`config.mk`:
```
export PLATFORM = sky130hd
export DESIGN_NAME = dcc_top
export DESIGN_NICKNAME = d
export VERILOG_FILES = /design/src/dcc_pkg.sv /design/src/dcc_cal.sv /design/src/dcc_sync.sv /design/src/dcc_top.sv
export SDC_FILE = /design/constraint.sdc
export NUM_CORES = 1
export LEC_CHECK = 0
export ABC_AREA = 1
export BUFFER_PORTS_ARGS = -buffer_cell sky130_fd_sc_hd__buf_2
export CELL_PAD_IN_SITES_DETAIL_PLACEMENT = 0
export CELL_PAD_IN_SITES_GLOBAL_PLACEMENT = 1
export CORE_MARGIN = 1.5
export CORE_UTILIZATION = 41
export CTS_CLUSTER_SIZE = 8
export DETAILED_ROUTE_END_ITERATION = 7
export GPL_ROUTABILITY_DRIVEN = 1
export PLACE_DENSITY_LB_ADDON = 0.2
export RECOVER_POWER = 50
export SLEW_MARGIN = 20
export SYNTH_ARGS = -nofsm -noshare
export SYNTH_HDL_FRONTEND = slang
export SYNTH_SLANG_ARGS = --single-unit
export TNS_END_PERCENT = 5
```
`constraint.sdc`:
```
create_clock -name clk_sys -period 8.7 [get_ports clk_sys]
set_input_delay 1.74 -clock clk_sys [delete_from_list [all_inputs] [get_ports clk_sys]]
set_output_delay 1.74 -clock clk_sys [all_outputs]
set_load 0.01 [all_outputs]
```
`src/dcc_pkg.sv`:
```
// constants and types shared by the converter configuration and calibration control
//------------------------------------------------------------------
// What this block does
// (RL1) The output code is the top resolution bits of the left-justified data word and drives the converter.
// (RL2) The host sets the reference span field in the main configuration to match its references, 0100 for +5 V/-5 V.
// (RL3) All supply monitor good levels are ANDed, and the block stays in reset unless every one is high.
// (RL4) Reset puts every register at its default and the output code at zero scale.
// (RL5) A 1 in bit 4 of the main configuration powers the converter down.
// (RL6) Temperature calibration is off after reset and is enabled by a 1 in bit 23 of the main configuration.
// (RL7) With calibration enabled, a 1 written to bit 8 of the action trigger runs one calibration cycle.
// (RL8) The host issues no output update while a calibration cycle runs.
// (RL9) Calibration completion reads back as bit 12 of the calibration status register.
// (RL10) With the alarm pin enable (bit 12 of main configuration) set, the active-low alarm goes low at the end of calibration.
// (RL11) The host should reload the code after calibration and recalibrate when temperature changes.
// (RL12) Deglitching is on after reset and is turned off by a 1 in bit 7 of the deglitch rate configuration.
// (RL13) The THD priority bit 10 of the main configuration resets to 1, and a 0 selects fast settling.
// (RL14) In fast settling the two-bit deglitch code mask bypasses deglitching for the selected code-change classes.
// (RL15) The deglitch code mask is writable only while THD priority is 0 and deglitch disable is 0.
// (RL16) Mask writes outside that condition are dropped and the mask keeps its value.
// (RL17) Each access is one 32-bit frame under the active-low select: read/write bit, 7-bit address, data.
//------------------------------------------------------------------
`default_nettype none

package dcc_pkg;

  localparam int          FRAME_BITS     = 32;
  localparam int          DATA_W         = 24;
  localparam int          ADDR_W         = 7;
  localparam int          CMD_BITS       = 8;
  localparam int          CNT_W          = 6;

  localparam logic [6:0]  ADDR_DAC       = 7'h01;
  localparam logic [6:0]  ADDR_CFG       = 7'h02;
  localparam logic [6:0]  ADDR_TRIG      = 7'h04;
  localparam logic [6:0]  ADDR_STAT      = 7'h05;
  localparam logic [6:0]  ADDR_DGR       = 7'h06;

  localparam int          CFG_CAL_EN_BIT = 23;
  localparam int          CFG_MASK_LSB   = 18;
  localparam int          CFG_ALARM_BIT  = 12;
  localparam int          CFG_THD_BIT    = 10;
  localparam int          CFG_SPAN_LSB   = 6;
  localparam int          CFG_PD_BIT     = 4;
  localparam int          TRIG_CAL_BIT   = 8;
  localparam int          STAT_DONE_BIT  = 12;
  localparam int          DGR_DIS_BIT    = 7;

  localparam logic [3:0]  SPAN_RST       = 4'h0;
  localparam logic [1:0]  MASK_RST       = 2'h0;
  localparam logic        THD_RST        = 1'b1;
  localparam logic [19:0] DAC_RST        = 20'h00000;

  localparam int          CLK_MHZ        = 50;
  localparam int          CAL_TIME_US    = 100;
  localparam int          CAL_CYCLES     = CAL_TIME_US * CLK_MHZ;
  localparam int          SMALL_STEP     = 256;

  typedef enum logic {CAL_IDLE, CAL_RUN} dcc_cal_state_type;

endpackage

`default_nettype wire

```
`src/dcc_cal.sv`:
```
// temperature calibration cycle timer
`timescale 1ns/1ps
`default_nettype none

module dcc_cal
  import dcc_pkg::*;
#(
  parameter int CYCLES = CAL_CYCLES
)
(
  input  wire logic clk_sys,
  input  wire logic rst_b,
  input  wire logic cal_enable,
  input  wire logic cal_start,
  output logic      cal_busy,
  output logic      cal_done
);

  localparam int CW = $clog2(CYCLES + 1);

  dcc_cal_state_type state_r;
  logic [CW-1:0]     count_r;

  always_ff @(posedge clk_sys or negedge rst_b)
  begin
    if (!rst_b)
    begin
      state_r  <= CAL_IDLE;
      count_r  <= '0;
      cal_done <= 1'b0;
    end
    else
    begin
      unique case (state_r)
        CAL_IDLE:
        begin
          // a trigger with calibration disabled does nothing
          if (cal_start && cal_enable) // see (RL6) see (RL7)
          begin
            state_r  <= CAL_RUN;
            count_r  <= CW'(CYCLES - 1);
            cal_done <= 1'b0;
          end
        end
        CAL_RUN:
        begin
          // retriggers while running are ignored
          if (count_r == '0)
          begin
            state_r  <= CAL_IDLE;
            cal_done <= 1'b1; // see (RL9)
          end
          else
          begin
            count_r <= count_r - 1'b1;
          end
        end
      endcase
    end
  end

  assign cal_busy = (state_r == CAL_RUN);

endmodule // dcc_cal

`default_nettype wire

```
`src/dcc_sync.sv`:
```
// two-stage synchroniser for pin inputs
`timescale 1ns/1ps
`default_nettype none

module dcc_sync
  import dcc_pkg::*;
#(
  parameter int W = 3
)
(
  input  wire logic         clk_sys,
  input  wire logic         rst_b,
  input  wire logic [W-1:0] pin_in,
  output var  logic [W-1:0] pin_sync
);

  logic [W-1:0] meta_r;

  always_ff @(posedge clk_sys or negedge rst_b)
  begin
    if (!rst_b)
    begin
      meta_r   <= '0;
      pin_sync <= '0;
    end
    else
    begin
      meta_r   <= pin_in;
      pin_sync <= meta_r;
    end
  end

endmodule // dcc_sync

`default_nettype wire

```
`src/dcc_top.sv`:
```
// serial register front end, configuration and calibration control
`timescale 1ns/1ps
`default_nettype none

module dcc_top
  import dcc_pkg::*;
#(
  parameter int SUPPLIES   = 5,
  parameter int RES        = 20,
  parameter int CAL_CYC    = CAL_CYCLES,
  parameter int STEP_SMALL = SMALL_STEP
)
(
  input  wire logic                clk_sys,
  input  wire logic                rst_b,
  input  wire logic [SUPPLIES-1:0] supply_ok,
  input  wire logic                sclk,
  input  wire logic                sync_b,
  input  wire logic                sdi,
  output logic                     sdo,
  output logic                     sdo_oe,
  output logic                     alarm_b,
  output logic [RES-1:0]           dac_code,
  output logic                     dac_update,
  output logic [3:0]               reference_span_select,
  output logic                     converter_power_down,
  output logic                     track_hold_en,
  output logic                     cal_busy
);

  //------------------------------------------------------------------
  // reset combine
  //------------------------------------------------------------------
  logic arst_b;

  // any monitor dropping holds the whole block in reset
  assign arst_b = rst_b & (&supply_ok); // see (RL3)

  //------------------------------------------------------------------
  // pin sampling and edge detect
  //------------------------------------------------------------------
  logic [2:0] pins_s;
  logic       sclk_s;
  logic       sync_s;
  logic       sdi_s;
  logic       sclk_d_r;
  logic       sync_d_r;
  logic       sclk_fall;
  logic       sclk_rise;
  logic       frame_end;

  dcc_sync #(
    .W (3)
  ) u_sync (
    .clk_sys  (clk_sys),
    .rst_b    (arst_b),
    .pin_in   ({sclk, ~sync_b, sdi}),
    .pin_sync (pins_s)
  );

  assign sclk_s = pins_s[2];
  assign sync_s = pins_s[1];
  assign sdi_s  = pins_s[0];

  always_ff @(posedge clk_sys or negedge arst_b)
  begin
    if (!arst_b)
    begin
      sclk_d_r <= 1'b0;
      sync_d_r <= 1'b0;
    end
    else
    begin
      sclk_d_r <= sclk_s;
      sync_d_r <= sync_s;
    end
  end

  assign sclk_fall = sync_s & sclk_d_r & ~sclk_s;
  assign sclk_rise = sync_s & ~sclk_d_r & sclk_s;
  assign frame_end = sync_d_r & ~sync_s;

  //------------------------------------------------------------------
  // frame shifter
  //------------------------------------------------------------------
  logic [FRAME_BITS-1:0] rx_r;
  logic [CNT_W-1:0]      cnt_r;
  logic                  cmd_seen_r;
  logic                  wr_commit;
  logic [ADDR_W-1:0]     wr_addr;
  logic [DATA_W-1:0]     wr_data;

  always_ff @(posedge clk_sys or negedge arst_b)
  begin
    if (!arst_b)
    begin
      rx_r  <= '0;
      cnt_r <= '0;
    end
    else if (!sync_s)
    begin
      cnt_r <= '0;
    end
    else if (sclk_fall)
    begin
      rx_r <= {rx_r[FRAME_BITS-2:0], sdi_s};
      // saturate so an over-long frame never wraps back to 32
      if (cnt_r != '1)
      begin
        cnt_r <= cnt_r + 1'b1;
      end
    end
  end

  // only a write frame of exactly 32 bits takes effect
  assign wr_commit = frame_end && (cnt_r == CNT_W'(FRAME_BITS)) && !rx_r[31]; // see (RL17)
  assign wr_addr   = rx_r[30:24];
  assign wr_data   = rx_r[DATA_W-1:0];

  //------------------------------------------------------------------
  // register state
  //------------------------------------------------------------------
  logic [19:0] dac_data_r;
  logic        cal_en_r;
  logic [1:0]  mask_r;
  logic        alarm_en_r;
  logic        thd_r;
  logic [3:0]  span_r;
  logic        pd_r;
  logic        dgl_dis_r;
  logic        cal_done;
  logic        cal_start;
  logic        mask_wr_ok;

  assign mask_wr_ok = thd_r == 1'b0 && dgl_dis_r == 1'b0; // see (RL15)

  always_ff @(posedge clk_sys or negedge arst_b)
  begin
    if (!arst_b)
    begin
      cal_en_r   <= 1'b0; // see (RL6)
      mask_r     <= MASK_RST;
      alarm_en_r <= 1'b0;
      thd_r      <= THD_RST; // see (RL13)
      span_r     <= SPAN_RST;
      pd_r       <= 1'b0;
    end
    else if (wr_commit && wr_addr == ADDR_CFG)
    begin
      cal_en_r   <= wr_data[CFG_CAL_EN_BIT]; // see (RL6)
      alarm_en_r <= wr_data[CFG_ALARM_BIT];
      thd_r      <= wr_data[CFG_THD_BIT]; // see (RL13)
      span_r     <= wr_data[CFG_SPAN_LSB+:4];
      pd_r       <= wr_data[CFG_PD_BIT]; // see (RL5)
      // gate uses the values before this write
      if (mask_wr_ok)
      begin
        mask_r <= wr_data[CFG_MASK_LSB+:2]; // see (RL14) see (RL16)
      end
    end
  end

  always_ff @(posedge clk_sys or negedge arst_b)
  begin
    if (!arst_b)
    begin
      dgl_dis_r <= 1'b0; // see (RL12)
    end
    else if (wr_commit && wr_addr == ADDR_DGR)
    begin
      dgl_dis_r <= wr_data[DGR_DIS_BIT]; // see (RL12)
    end
  end

  always_ff @(posedge clk_sys or negedge arst_b)
  begin
    if (!arst_b)
    begin
      dac_data_r <= DAC_RST; // see (RL4)
    end
    else if (wr_commit && wr_addr == ADDR_DAC)
    begin
      dac_data_r <= wr_data[DATA_W-1:4];
    end
  end

  assign cal_start = wr_commit && wr_addr == ADDR_TRIG && wr_data[TRIG_CAL_BIT]; // see (RL7)

  dcc_cal #(
    .CYCLES (CAL_CYC)
  ) u_cal (
    .clk_sys    (clk_sys),
    .rst_b      (arst_b),
    .cal_enable (cal_en_r),
    .cal_start  (cal_start),
    .cal_busy   (cal_busy),
    .cal_done   (cal_done)
  );

  //------------------------------------------------------------------
  // converter side outputs
  //------------------------------------------------------------------
  logic [RES-1:0] new_code;
  logic [RES-1:0] delta;
  logic           small_step;
  logic           bypass;

  assign new_code   = wr_data[DATA_W-1 -: RES]; // see (RL1)
  assign delta      = (new_code > dac_code) ? new_code - dac_code : dac_code - new_code;
  assign small_step = delta < RES'(STEP_SMALL);
  // mask bit 0 bypasses small steps, bit 1 large steps
  assign bypass     = (mask_r[0] & small_step) | (mask_r[1] & ~small_step);

  always_ff @(posedge clk_sys or negedge arst_b)
  begin
    if (!arst_b)
    begin
      dac_code      <= '0; // see (RL4)
      dac_update    <= 1'b0;
      track_hold_en <= 1'b1; // see (RL12)
    end
    else
    begin
      dac_update <= wr_commit && wr_addr == ADDR_DAC;
      if (wr_commit && wr_addr == ADDR_DAC)
      begin
        dac_code      <= new_code; // see (RL1)
        track_hold_en <= ~dgl_dis_r & ~(~thd_r & bypass); // see (RL14)
      end
      else if (dgl_dis_r)
      begin
        track_hold_en <= 1'b0; // see (RL12)
      end
    end
  end

  assign reference_span_select = span_r;
  assign converter_power_down  = pd_r; // see (RL5)

  always_ff @(posedge clk_sys or negedge arst_b)
  begin
    if (!arst_b)
    begin
      alarm_b <= 1'b1;
    end
    else
    begin
      alarm_b <= ~(alarm_en_r & cal_done); // see (RL10)
    end
  end

  //------------------------------------------------------------------
  // read back
  //------------------------------------------------------------------
  logic [DATA_W-1:0] rd_word;
  logic [DATA_W-1:0] tx_r;

  always_comb
  begin
    rd_word = '0;
    unique case (rx_r[ADDR_W-1:0])
      ADDR_DAC:  rd_word = {dac_data_r, 4'h0};
      ADDR_CFG:
      begin
        rd_word[CFG_CAL_EN_BIT]  = cal_en_r;
        rd_word[CFG_MASK_LSB+:2] = mask_r;
        rd_word[CFG_ALARM_BIT]   = alarm_en_r;
        rd_word[CFG_THD_BIT]     = thd_r;
        rd_word[CFG_SPAN_LSB+:4] = span_r;
        rd_word[CFG_PD_BIT]      = pd_r;
      end
      ADDR_STAT: rd_word[STAT_DONE_BIT] = cal_done; // see (RL9)
      ADDR_DGR:  rd_word[DGR_DIS_BIT]   = dgl_dis_r;
      default:   rd_word = '0;
    endcase
  end

  always_ff @(posedge clk_sys or negedge arst_b)
  begin
    if (!arst_b)
    begin
      cmd_seen_r <= 1'b0;
      tx_r       <= '0;
      sdo        <= 1'b0;
      sdo_oe     <= 1'b0;
    end
    else
    begin
      sdo_oe     <= sync_s;
      cmd_seen_r <= sclk_fall && cnt_r == CNT_W'(CMD_BITS - 1);
      if (!sync_s)
      begin
        sdo  <= 1'b0;
        tx_r <= '0;
      end
      else if (cmd_seen_r && rx_r[CMD_BITS-1])
      begin
        tx_r <= rd_word; // see (RL17)
      end
      else if (sclk_rise && cnt_r >= CNT_W'(CMD_BITS))
      begin
        sdo  <= tx_r[DATA_W-1];
        tx_r <= {tx_r[DATA_W-2:0], 1'b0};
      end
    end
  end

endmodule // dcc_top

`default_nettype wire
```
==> impl_metrics.py, run 1 <==
metrics = {
    "worst_hold_path": {
        "hold_depth": 0,
        "hold_start": "u_sync.meta_r[1]$_DFF_PN0_",
        "holdCritPathClass": "reg -> reg",
        "holdPathEnd": "u_sync.pin_sync[1]$_DFF_PN0_",
    },
    "sta": {
        "worst-slew-pin-transition_ns": 3.14,
        "final_hold_viol_count": 0,
        "finalCritPeriodShare": 0.550,
        "tns_ns": 0,
        "max-slew-margin-rel": -1.09,
        "fin_crit_ns": 4.79,
        "rsz0062_at_grt": "no",
        "setup_slack_ns": 3.91,
        "fin_skew_ns": 0.00862,
        "setup_violations": 0,
        "fmax_mhz": 209,
        "worst_hold_slack_ns": 0.354,
        "finalMaxSlewViolations": 157,
    },
    "cts": {
        "clk_pin_slew_worst_paths_ns": 0.05,
        "postCtsHoldBufs": 0,
        "root_buffer": "clkbuf_16",
        "cts_tree": "built",
        "htree_levels": 4,
        "post_cts_buffers": 0,
        "clock_latency_ns": 0.40,
        "cts_buffers": 17,
        "clockBufferDepth": 2,
        "post_cts_resized": 0,
        "clock_sinks": 117,
    },
    "grt": {
        "antenna_found_initial": 0,
        "grt_pass1_wl_um": 33400,
        "grt_overflow": 0,
        "track_usage": 0.217,
        "grt_pass1_vias": 6637,
        "grt_start_max_net_pins": 61,
    },
    "yosys": {
        "async_reset_ff_frac": 1.00,
        "ys_types": 44,
        "synth_ff_type": "dfrtp_1",
        "syn_nets": 1116,
        "synth_edf_count": 0,
        "synthCells": 1064,
        "synth_area_um2": 7480,
        "ys.warnings.count": 0,
        "ys_ff_latch": 117,
        "synth_seq_area_share": 0.392,
        "syn_area_per_cell_um2": 7.03,
    },
    "route": {
        "drt-vias-per-instance": 5.00,
        "drt_iter0_markers": 406,
        "firstDrtPassIters": 5,
        "num_vias": 6740,
        "ant_nets": 0,
        "wl_per_cell_um": 14.8,
        "drt_wl_total_um": 19900,
        "post-route-drc-count": 0,
    },
    "worst_setup_path": {
        "rrSetupSlack_ns": 5.34,
        "end_kind": "async pin",
        "r2r_start": "u_sync.pin_sync[1]$_DFF_PN0_",
        "critPathKind": "in -> async",
        "setup.worst_path.start_class": "input pin",
        "crit_fanout": 60,
        "r2r_end": "rx_r[21]$_DFFE_PN0P_",
        "arrival_ns": 5.24,
        "reg2regPathDepth": 4,
        "worstPathRequired_ns": 9.15,
    },
    "die": {
        "start_util": 0.418,
        "die_height_um": 138,
        "pin_count": 41,
        "die_w_um": 138,
        "coreArea_um2": 17900,
        "dieArea_um2": 19100,
        "rows": 49,
    },
    "power": {
        "ir_drop_uv": 106,
        "p_per_area_nw_per_um2": 205,
        "p_leak_nw": 4.43,
    },
    "run_status": {
        "violations": "max-capacitance violations, max-slew violations",
        "status": "complete, but fails checks",
    },
    "layout": {
        "layout_common_cells": "nand2_1, inv_1, dfrtp_1, o21ai_0, nand3_1",
        "syn_to_final_growth_pct": 13.0,
        "final_nets": 1157,
        "layout_commonest_cell": "nand2_1",
        "drive_above_1_share": 0.0868,
        "fill_cells": 1885,
        "n_antenna_cell": 0,
    },
    "flow_run": {
        "cap_violations": 3,
    },
    "place": {
        "dp_hpwl_um": 15400,
        "pre_cts_ws_ns": 5.20,
        "place_congestion": 0.859,
        "numPortBuffers": 40,
    },
}
[how the worst max path moves through the flow]
stage | end | slack, ns | depth (start not counted) | from
4_1_cts | tx_r[16]$_DFFE_PN0P_ | 5.63 | 5 | rst_b
2_1_floorplan | alarm_en_r$_DFFE_PN0P_ | 0.0005 | 2 | rst_b
6_report | mask_r[0]$_DFFE_PN0P_ | 3.91 | 5 | rst_b
3_3_place_gp | dac_code[16]$_DFFE_PN0P_ | 5.20 | 5 | rst_b
5_1_grt | mask_r[0]$_DFFE_PN0P_ | 3.20 | 5 | rst_b
3_5_place_dp | rx_r[21]$_DFFE_PN0P_ | 5.20 | 5 | rst_b
[registers in the layout, summed over array words and instances (netlist names), 2 cells and up]
register and cells:
cnt_r 6, dac_code 20, u_cal.count_r 13, reference_span_select 4, u_sync.pin_sync 3, mask_r 2, u_sync.meta_r 3, tx_r 20
rx_r 32
[power breakdown]
part	internal (mW)	switching [mW]	total (mW)
Sequential	0.557	0.0169	0.574
Combinational	0.157	0.333	0.490
Clock	0.427	0.238	0.665
Total	1.14	0.588	1.73
[routing by layer]
metal | vias to the layer above | global-route usage | part of all wire
met5 | - | 0 | 0
met4 | 0 | 0.0704 | 0.015
met3 | 17 | 0.0315 | 0.028
met2 | 112 | 0.365 | 0.48
met1 | 3130 | 0.288 | 0.48
li1 | 3481 | - | -
[cell usage after synthesis (3+ instances only)]
master    instances  area (µm²)
clkbuf_1         16        60.1
nand3_2           4        40.0
nor2_2            7        43.8
nand4_1          19         119
a21oi_1          46         230
dfrtp_1         114        2850
o22ai_1          20         125
buf_1             3        11.3
a221oi_1          8        70.1
nor2_1           60         225
o21bai_1          5        37.5
a22oi_1           3        22.5
nand2_1         296        1110
inv_1           199         747
nand2_2           6        37.5
ha_1             42         526
buf_2             3        15.0
o21ai_0          82         410
dfstp_2           3        78.8
inv_2             7        26.3
nand3_1          74         370
nor3_1           21         105
[cell families (layout without fill, tap and decap cells)]
kind of cell,after synthesis,in the layout,share of synthesized area
AOI/OAI and AO/OA,175,175,0.131
adders and majority gates,42,42,0.0703
buffers and inverters,230,284,0.117
DFF,117,117,0.392
muxes,1,1,0.00134
and+or+nand+nor,499,499,0.289
[per-stage QoR]
step / total power [mW] / util / instance area [µm²] / std cells
CTS: 1.74 / 0.474 / 8480 / 1347
detailed placement: 1.07 / 0.442 / 7920 / 1315
global placement: 1.07 / 0.442 / 7920 / 1315
finish: 1.73 / 0.472 / 8450 / 1347
global route: 1.84 / 0.472 / 8450 / 1347
floorplan: 0.941 / - / 7480 / 1064
[layout make-up]
cell class | count | area [µm²] | area share
Clock buffer | 23 | 458 | 0.0542
Clock inverter | 9 | 104 | 0.0123
Inverter | 207 | 779 | 0.0923
Multi-Input combinational cell | 717 | 3660 | 0.434
Sequential cell | 117 | 2930 | 0.347
Tap cell | 229 | 287 | 0.0339
Timing Repair Buffer | 45 | 226 | 0.0268
[critical path, cell delays in order]
cell	delay (ns)
buf_2	0.07
nand4_1	0.13
nor2_4	0.09
clkbuf_1	2.20
buf_4	0.90
Power figures use the tool's default switching activity.
==> run 2, diff against run 1 <==
--- a/config.mk
+++ b/config.mk
@@ -5,12 +5,12 @@
 export SDC_FILE = /design/constraint.sdc
 export NUM_CORES = 1
 export LEC_CHECK = 0
-export ABC_AREA = 1
+export ABC_AREA = 0
 export BUFFER_PORTS_ARGS = -buffer_cell sky130_fd_sc_hd__buf_2
 export CELL_PAD_IN_SITES_DETAIL_PLACEMENT = 0
 export CELL_PAD_IN_SITES_GLOBAL_PLACEMENT = 1
 export CORE_MARGIN = 1.5
-export CORE_UTILIZATION = 41
+export CORE_UTILIZATION = 43
 export CTS_CLUSTER_SIZE = 8
 export DETAILED_ROUTE_END_ITERATION = 7
 export GPL_ROUTABILITY_DRIVEN = 1
==> constraint.sdc (replaced) <==
create_clock -name clk_sys -period 4.2 [get_ports clk_sys]
set_input_delay 0.84 -clock clk_sys [delete_from_list [all_inputs] [get_ports clk_sys]]
set_output_delay 0.84 -clock clk_sys [all_outputs]
set_load 0.01 [all_outputs]
==> run 2 against run 1 <==
  * The flow still finishes with violations (max-capacitance violations, max-slew violations)
  * Clock power rose by 120%
  * Core utilization increased by 3.4 points
  * Setup slack worse by 3.1 ns
  * Die area decreased by 14%
  * Worst hold slack lost 0.0053 ns
  * Sequential power increased by 110%
  * First-iteration DRC count shrank 21%
  * Cell count down 26%
==> impl_metrics.py, run 2 <==
metrics = {
    "run_status": {
        "status": "complete, but fails checks",
        "violations": "max-capacitance violations, max-slew violations",
    },
    "power": {
        "finalPower_mw": 3.47,
        "intPower_mw": 2.48,
        "switching_share": 0.287,
        "ir_drop_uv": 252,
        "p_leak_nw": 3.51,
        "clkPwrFrac": 0.428,
        "pwr-share-comb": 0.219,
        "switchingPower_mw": 0.996,
        "pwr-share-seq": 0.352,
        "p_per_area_nw_per_um2": 450,
    },
    "place": {
        "numPortBuffers": 40,
        "place_congestion": 0.844,
        "dp_cells": 959,
        "dpl-instance-area_um2": 7110,
        "dp_hpwl_um": 12500,
        "pre_cts_ws_ns": 0.894,
    },
    "yosys": {
        "ys_types": 67,
        "ys.warnings.count": 0,
        "synth_edf_count": 0,
        "syn_area_per_cell_um2": 9.14,
        "synth_top_family_by_area": "compound AO/OA/AOI/OAI gates",
        "ys_ff_latch": 117,
        "yosys-top-cells-area": "dfrtp_1, ha_1, o21ai_0",
        "synthAdderAreaFrac": 0.0780,
        "synth_xor_area_frac": 0.0260,
        "synth_seq_area_share": 0.435,
        "yosysTopAreaCell": "dfrtp_1",
        "yosys.area.top_type_share": 0.424,
        "synth_area_um2": 6730,
        "syn_nets": 789,
        "synth_mux_area_frac": 0.0425,
        "synthSimpleGateAreaFrac": 0.175,
        "async_reset_ff_frac": 1.00,
        "synth_common_cells": "dfrtp_1, nand2_1, o21ai_0",
        "synthCells": 737,
        "synth.most_common_cell": "dfrtp_1",
        "synth-compound-area-share": 0.194,
        "synth_ff_type": "dfrtp_1",
    },
    "worst_setup_path": {
        "crit_buf_inv": 1,
        "cp_slowest_cell": "ha_1",
        "path_cells": "inv_1, ha_1, a21oi_1, o21a_1, o221ai_1, or3b_1, nor4_1, and4bb_1, nor4b_2, or3_1, and3_1",
        "max_stage_delay_ns": 0.50,
        "crit_fanout": 13,
        "arrival_ns": 3.72,
        "crit_family": "simple AND/OR/NAND/NOR gates",
        "critPathKind": "reg -> reg",
        "end_kind": "flip-flop",
        "worstPathRequired_ns": 4.55,
        "setup.worst_path.start_class": "flip-flop",
    },
    "flow_run": {
        "cap_violations": 1,
    },
    "die": {
        "dieArea_um2": 16400,
        "rows": 45,
        "die_height_um": 128,
        "die_w_um": 128,
        "start_util": 0.441,
        "pin_count": 41,
        "coreArea_um2": 15300,
    },
    "layout": {
        "drive_above_1_share": 0.149,
        "final_util": 0.506,
        "top_regs": "rx_r (32), dac_code (20), tx_r (20)",
        "final_nets": 819,
        "layout_commonest_cell": "dfrtp_1",
        "fill_cells": 1460,
        "layout_common_cells": "dfrtp_1, nand2_1, o21ai_0, inv_1",
        "largest_reg_flops": 32,
        "n_antenna_cell": 0,
        "layoutNonFillerInstCount": 991,
        "syn_to_final_growth_pct": 14.6,
        "max_flop_register": "rx_r",
        "fin_area_um2": 7720,
    },
    "sta": {
        "worst-slew-pin-transition_ns": 2.36,
        "final_hold_viol_count": 0,
        "rsz0062_at_grt": "no",
        "fin_crit_ns": 3.37,
        "worst_hold_slack_ns": 0.349,
        "setup_violations": 0,
        "max-slew-margin-rel": -0.574,
        "finalMaxSlewViolations": 53,
        "finalCritPeriodShare": 0.803,
        "fmax_mhz": 296,
        "fin_skew_ns": 0.0105,
        "tns_ns": 0,
        "setup_slack_ns": 0.826,
    },
    "route": {
        "drt-vias-per-instance": 5.58,
        "post-route-drc-count": 0,
        "drt_iter0_markers": 320,
        "firstDrtPassIters": 5,
        "drt_wl_total_um": 17300,
        "ant_nets": 0,
        "wl_per_cell_um": 17.5,
        "num_vias": 5527,
    },
    "grt": {
        "track_usage": 0.228,
        "grt_pass1_wl_um": 28900,
        "grt_pass1_vias": 5517,
        "antenna_found_initial": 0,
        "grt_start_max_net_pins": 118,
        "grt_overflow": 0,
    },
    "cts": {
        "post_cts_buffers": 0,
        "post_cts_resized": 0,
        "postCtsHoldBufs": 0,
        "clock_sinks": 117,
        "cts_tree": "built",
        "cts_buffers": 17,
        "root_buffer": "clkbuf_16",
        "htree_levels": 4,
        "clk_pin_slew_worst_paths_ns": 0.05,
        "clockBufferDepth": 2,
        "clock_latency_ns": 0.41,
    },
    "worst_hold_path": {
        "holdCritPathClass": "reg -> reg",
    },
}
==> run 2: changes by cell type in the layout (fill, tap and decap cells not counted), moves of 8 or more <==
cell     before  now
nand3_1      76   14
nand4_1      19   11
inv_1       201   51
mux2_2        0   21
xnor2_1       0   13
and3_1        0    9
a22oi_1       3   11
o21ai_0      82   92
nor3_1       21    6
nor2_1       59   35
o22ai_1      20    3
or3_1         0    9
nand2_1     297  101
==> run 2: worst paths after layout <==
kind / to / slack [ns] / from / depth (start not counted)
min reg2reg: u_sync.pin_sync[0]$_DFF_PN0_ / 0.35 / u_sync.meta_r[0]$_DFF_PN0_ / 0
max in group asynchronous: cnt_r[0]$_DFFE_PN0P_ / 2.91 / rst_b / 4
max: track_hold_en$_DFFE_PN1P_ / 0.83 / dac_code[13]$_DFFE_PN0P_ / 11
min: u_sync.pin_sync[0]$_DFF_PN0_ / 0.35 / u_sync.meta_r[0]$_DFF_PN0_ / 0
max reg2reg: track_hold_en$_DFFE_PN1P_ / 0.83 / dac_code[13]$_DFFE_PN0P_ / 11
min in group asynchronous: cnt_r[1]$_DFFE_PN0P_ / 0.72 / supply_ok[1] / 4
==> run 2: layout make-up <==
class / instances / area (µm²) / area share
Sequential cell: 117 / 2930 / 0.380
Multi-Input combinational cell: 536 / 3470 / 0.450
Inverter: 51 / 191 / 0.0248
Clock buffer: 20 / 467 / 0.0605
Clock inverter: 12 / 151 / 0.0196
Timing Repair Buffer: 44 / 239 / 0.0310
Tap cell: 211 / 264 / 0.0342
==> run 2: power by group through the flow <==
stage                     combinational, mW  sequential [mW]  clock [mW]
after floorplan                       0.607             1.21           0
after global placement                0.749             1.24           0
after detailed placement              0.752             1.24           0
after CTS                             0.758             1.22        1.52
after global routing                  0.837             1.23        1.57
final                                 0.761             1.22        1.49
==> run 2: logic make-up after synthesis <==
logic type	Yosys count
XOR/XNOR	20
multiplexers	26
adder cells (fa/ha/maj)	42
buffers and inverters	84
AND/OR/NAND/NOR	236
flip-flops	117
AO/OA/AOI/OAI	212
==> run 2: per-layer routing <==
layer  part of all wire  wire length [µm]  track usage
met5                  0                 0            0
met1               0.46              8030        0.296
met4              0.018               314       0.0813
met3              0.036               625       0.0459
met2               0.48              8350        0.378
==> run 2: worst register-to-register path, cell delays in order, from the launching register on <==
cell      delay (ns)
dfrtp_1         0.45
inv_1           0.07
ha_1            0.50
a21oi_1         0.38
o21a_1          0.22
o221ai_1        0.15
or3b_1          0.38
nor4_1          0.26
and4bb_1        0.23
nor4b_2         0.36
or3_1           0.17
and3_1          0.15
==> run 3, diff against run 2 <==
--- a/config.mk
+++ b/config.mk
@@ -10,7 +10,7 @@
 export CELL_PAD_IN_SITES_DETAIL_PLACEMENT = 0
 export CELL_PAD_IN_SITES_GLOBAL_PLACEMENT = 1
 export CORE_MARGIN = 1.5
-export CORE_UTILIZATION = 43
+export CORE_UTILIZATION = 48
 export CTS_CLUSTER_SIZE = 8
 export DETAILED_ROUTE_END_ITERATION = 7
 export GPL_ROUTABILITY_DRIVEN = 1
==> constraint.sdc (replaced) <==
create_clock -name clk_sys -period 3.2 [get_ports clk_sys]
set_input_delay 0.64 -clock clk_sys [delete_from_list [all_inputs] [get_ports clk_sys]]
set_output_delay 0.64 -clock clk_sys [all_outputs]
set_load 0.01 [all_outputs]
==> run 3 against run 2 <==
  * The run still ends with max-capacitance violations, max-slew violations left
  * Clock power rose by 31%
  * Sequential power rose by 30%
  * Flip-flop and latch count did not move
  * Total power rose by 32%
  * Core utilization rose by 6.5 points
  * Via count rose by 2.0%
  * Clock-buffer cell count rose by 4
  * Register-to-register slack got worse by 0.65 ns
  * Setup slack got worse by 0.65 ns
  * Critical path type unchanged
==> impl_metrics.py, run 3 (synthesis gave the netlist of run 2 again) <==
metrics = {
    "cts": {
        "clk_pin_slew_worst_paths_ns": 0.05,
        "clockBufferDepth": 2,
        "root_buffer": "clkbuf_16",
        "post_cts_buffers": 0,
        "clock_sinks": 117,
        "htree_levels": 4,
        "clock_latency_ns": 0.41,
        "cts_buffers": 17,
        "postCtsHoldBufs": 0,
        "cts_tree": "built",
    },
    "layout": {
        "layoutNonFillerInstCount": 982,
        "layout_commonest_cell": "dfrtp_1",
        "drive_above_1_share": 0.177,
        "max_flop_register": "rx_r",
        "n_antenna_cell": 0,
        "syn_to_final_growth_pct": 16.8,
        "top_regs": "rx_r (32), dac_code (20), tx_r (20)",
        "layout_common_cells": "dfrtp_1, nand2_1, o21ai_0, inv_1",
        "largest_reg_flops": 32,
        "final_nets": 841,
    },
    "run_status": {
        "violations": "max-capacitance violations, max-slew violations",
        "status": "complete, but fails checks",
    },
    "worst_setup_path": {
        "arrival_ns": 3.38,
        "critPathKind": "reg -> reg",
        "worstPathRequired_ns": 3.55,
        "end_kind": "flip-flop",
        "setup.worst_path.start_class": "flip-flop",
        "path_cells": "inv_1, ha_1, a21oi_2, o21a_1, o221ai_1, or3b_1, nor4_1, and4bb_1, nor4b_4, or3_1, and3_1",
        "max_stage_delay_ns": 0.47,
        "crit_fanout": 13,
        "cp_slowest_cell": "ha_1",
    },
    "route": {
        "drt_iter0_markers": 441,
        "dr_wl_met2_um": 8300,
        "firstDrtPassIters": 5,
        "num_vias": 5637,
        "wl_met1_um": 7790,
        "ant_nets": 0,
        "drt_wl_total_um": 17200,
        "drt-vias-per-instance": 5.74,
        "post-route-drc-count": 0,
        "top_layer": "met4",
        "wl_per_cell_um": 17.5,
        "wl_met3_um": 624,
    },
    "place": {
        "dp_cells": 950,
        "dp_hpwl_um": 12600,
        "numPortBuffers": 40,
        "place_congestion": 0.890,
    },
    "sta": {
        "tns_ns": 0,
        "finalCritPeriodShare": 0.945,
        "fin_crit_ns": 3.02,
        "setup_violations": 0,
        "worst-slew-pin-transition_ns": 1.60,
        "max-slew-margin-rel": -0.0643,
        "fin_skew_ns": 0.00958,
        "finalMaxSlewViolations": 118,
        "fmax_mhz": 331,
        "rsz0062_at_grt": "no",
        "final_hold_viol_count": 0,
    },
    "grt": {
        "track_usage": 0.251,
        "grt_pass1_vias": 5515,
        "grt_start_max_net_pins": 118,
        "grt_pass1_wl_um": 28400,
        "antenna_found_initial": 0,
        "grt_overflow": 0,
    },
    "die": {
        "rows": 43,
        "die_height_um": 121,
        "coreArea_um2": 13800,
        "die_w_um": 121,
        "pin_count": 41,
        "dieArea_um2": 14700,
        "start_util": 0.489,
    },
    "power": {
        "pwr-share-seq": 0.346,
        "switchingPower_mw": 1.30,
        "p_per_area_nw_per_um2": 584,
        "pwr-share-comb": 0.228,
        "switching_share": 0.282,
        "clkPwrFrac": 0.425,
        "intPower_mw": 3.30,
        "ir_drop_uv": 409,
        "p_leak_nw": 3.61,
        "finalPower_mw": 4.59,
    },
    "flow_run": {
        "cap_violations": 1,
    },
    "worst_hold_path": {
        "holdCritPathClass": "in -> reg",
    },
}
[run 3: cell count changes in the layout (fill, tap and decap cells not counted), moves of 2 or more]
| cell | delta |
|---|---|
| a21oi_1 | -3 |
| a21oi_2 | +3 |
| buf_2 | -2 |
| buf_4 | +21 |
| clkbuf_1 | +5 |
| ha_1 | -3 |
| ha_2 | +3 |
| nor2_1 | -2 |
[run 3: power by group through the flow]
stage | clock network, mW | registers (mW) | logic, mW
floorplan | 0 | 1.59 | 0.796
global placement | 0 | 1.62 | 1.01
CTS | 1.99 | 1.59 | 1.02
detailed placement | 0 | 1.62 | 1.01
finish | 1.95 | 1.59 | 1.05
global route | 2.06 | 1.60 | 1.16
[run 3: layer usage]
metal,vias up,GRT usage
met4,0,0.103
li1,2698,-
met5,-,0
met3,33,0.0484
met2,113,0.403
met1,2793,0.333
[run 3: final cells by class]
type                            count  area, µm²
Clock inverter                      8        121
Inverter                           51        191
Fill cell                        1273       5910
Clock buffer                       24        492
Sequential cell                   117       2930
Tap cell                          180        225
Timing Repair Buffer               66        387
Multi-Input combinational cell    536       3510
[run 3: worst max-delay path: cells and delay by family, from the launching register on]
kind / cells / cell delay, ns
AOI/OAI and AO/OA: 3 / 0.57
adders and majority gates: 1 / 0.47
buffers and inverters: 1 / 0.07
DFF: 1 / 0.43
and+or+nand+nor: 6 / 1.43
[run 3: final timing paths]
kind	start	endpoint	slack, ns	depth (start not counted)
worst max register to register	dac_code[13]$_DFFE_PN0P_	track_hold_en$_DFFE_PN1P_	0.18	11
worst min register to register	u_sync.meta_r[2]$_DFF_PN0_	u_sync.pin_sync[2]$_DFF_PN0_	0.35	0
min in group asynchronous	supply_ok[1]	u_sync.pin_sync[1]$_DFF_PN0_	0.90	4
max in group asynchronous	rst_b	dac_code[10]$_DFFE_PN0P_	1.14	4
worst max-delay path	dac_code[13]$_DFFE_PN0P_	track_hold_en$_DFFE_PN1P_	0.18	11
worst min-delay path	sdi	u_sync.meta_r[0]$_DFF_PN0_	0.33	1
[run 3: through the flow]
stage | area (µm²) | worst slack [ns] | utilization | hold WS, ns
after detailed placement | 7230 | 0.0395 | 0.525 | 0.335
final | 7860 | 0.177 | 0.571 | 0.335
after floorplan | 6740 | 0.149 | - | 0.331
after CTS | 7850 | 0.00431 | 0.570 | 0.318
after global placement | 7230 | 0.123 | 0.525 | 0.334
after global routing | 7860 | 0.00650 | 0.571 | 0.315
[run 3: timing repair]
| action | in CTS | in global routing |
|---|---|---|
| hold endpoints to repair | 0 | 0 |
| setup endpoints to repair | 0 | 1 |
| gates resized for setup | 0 | 11 |
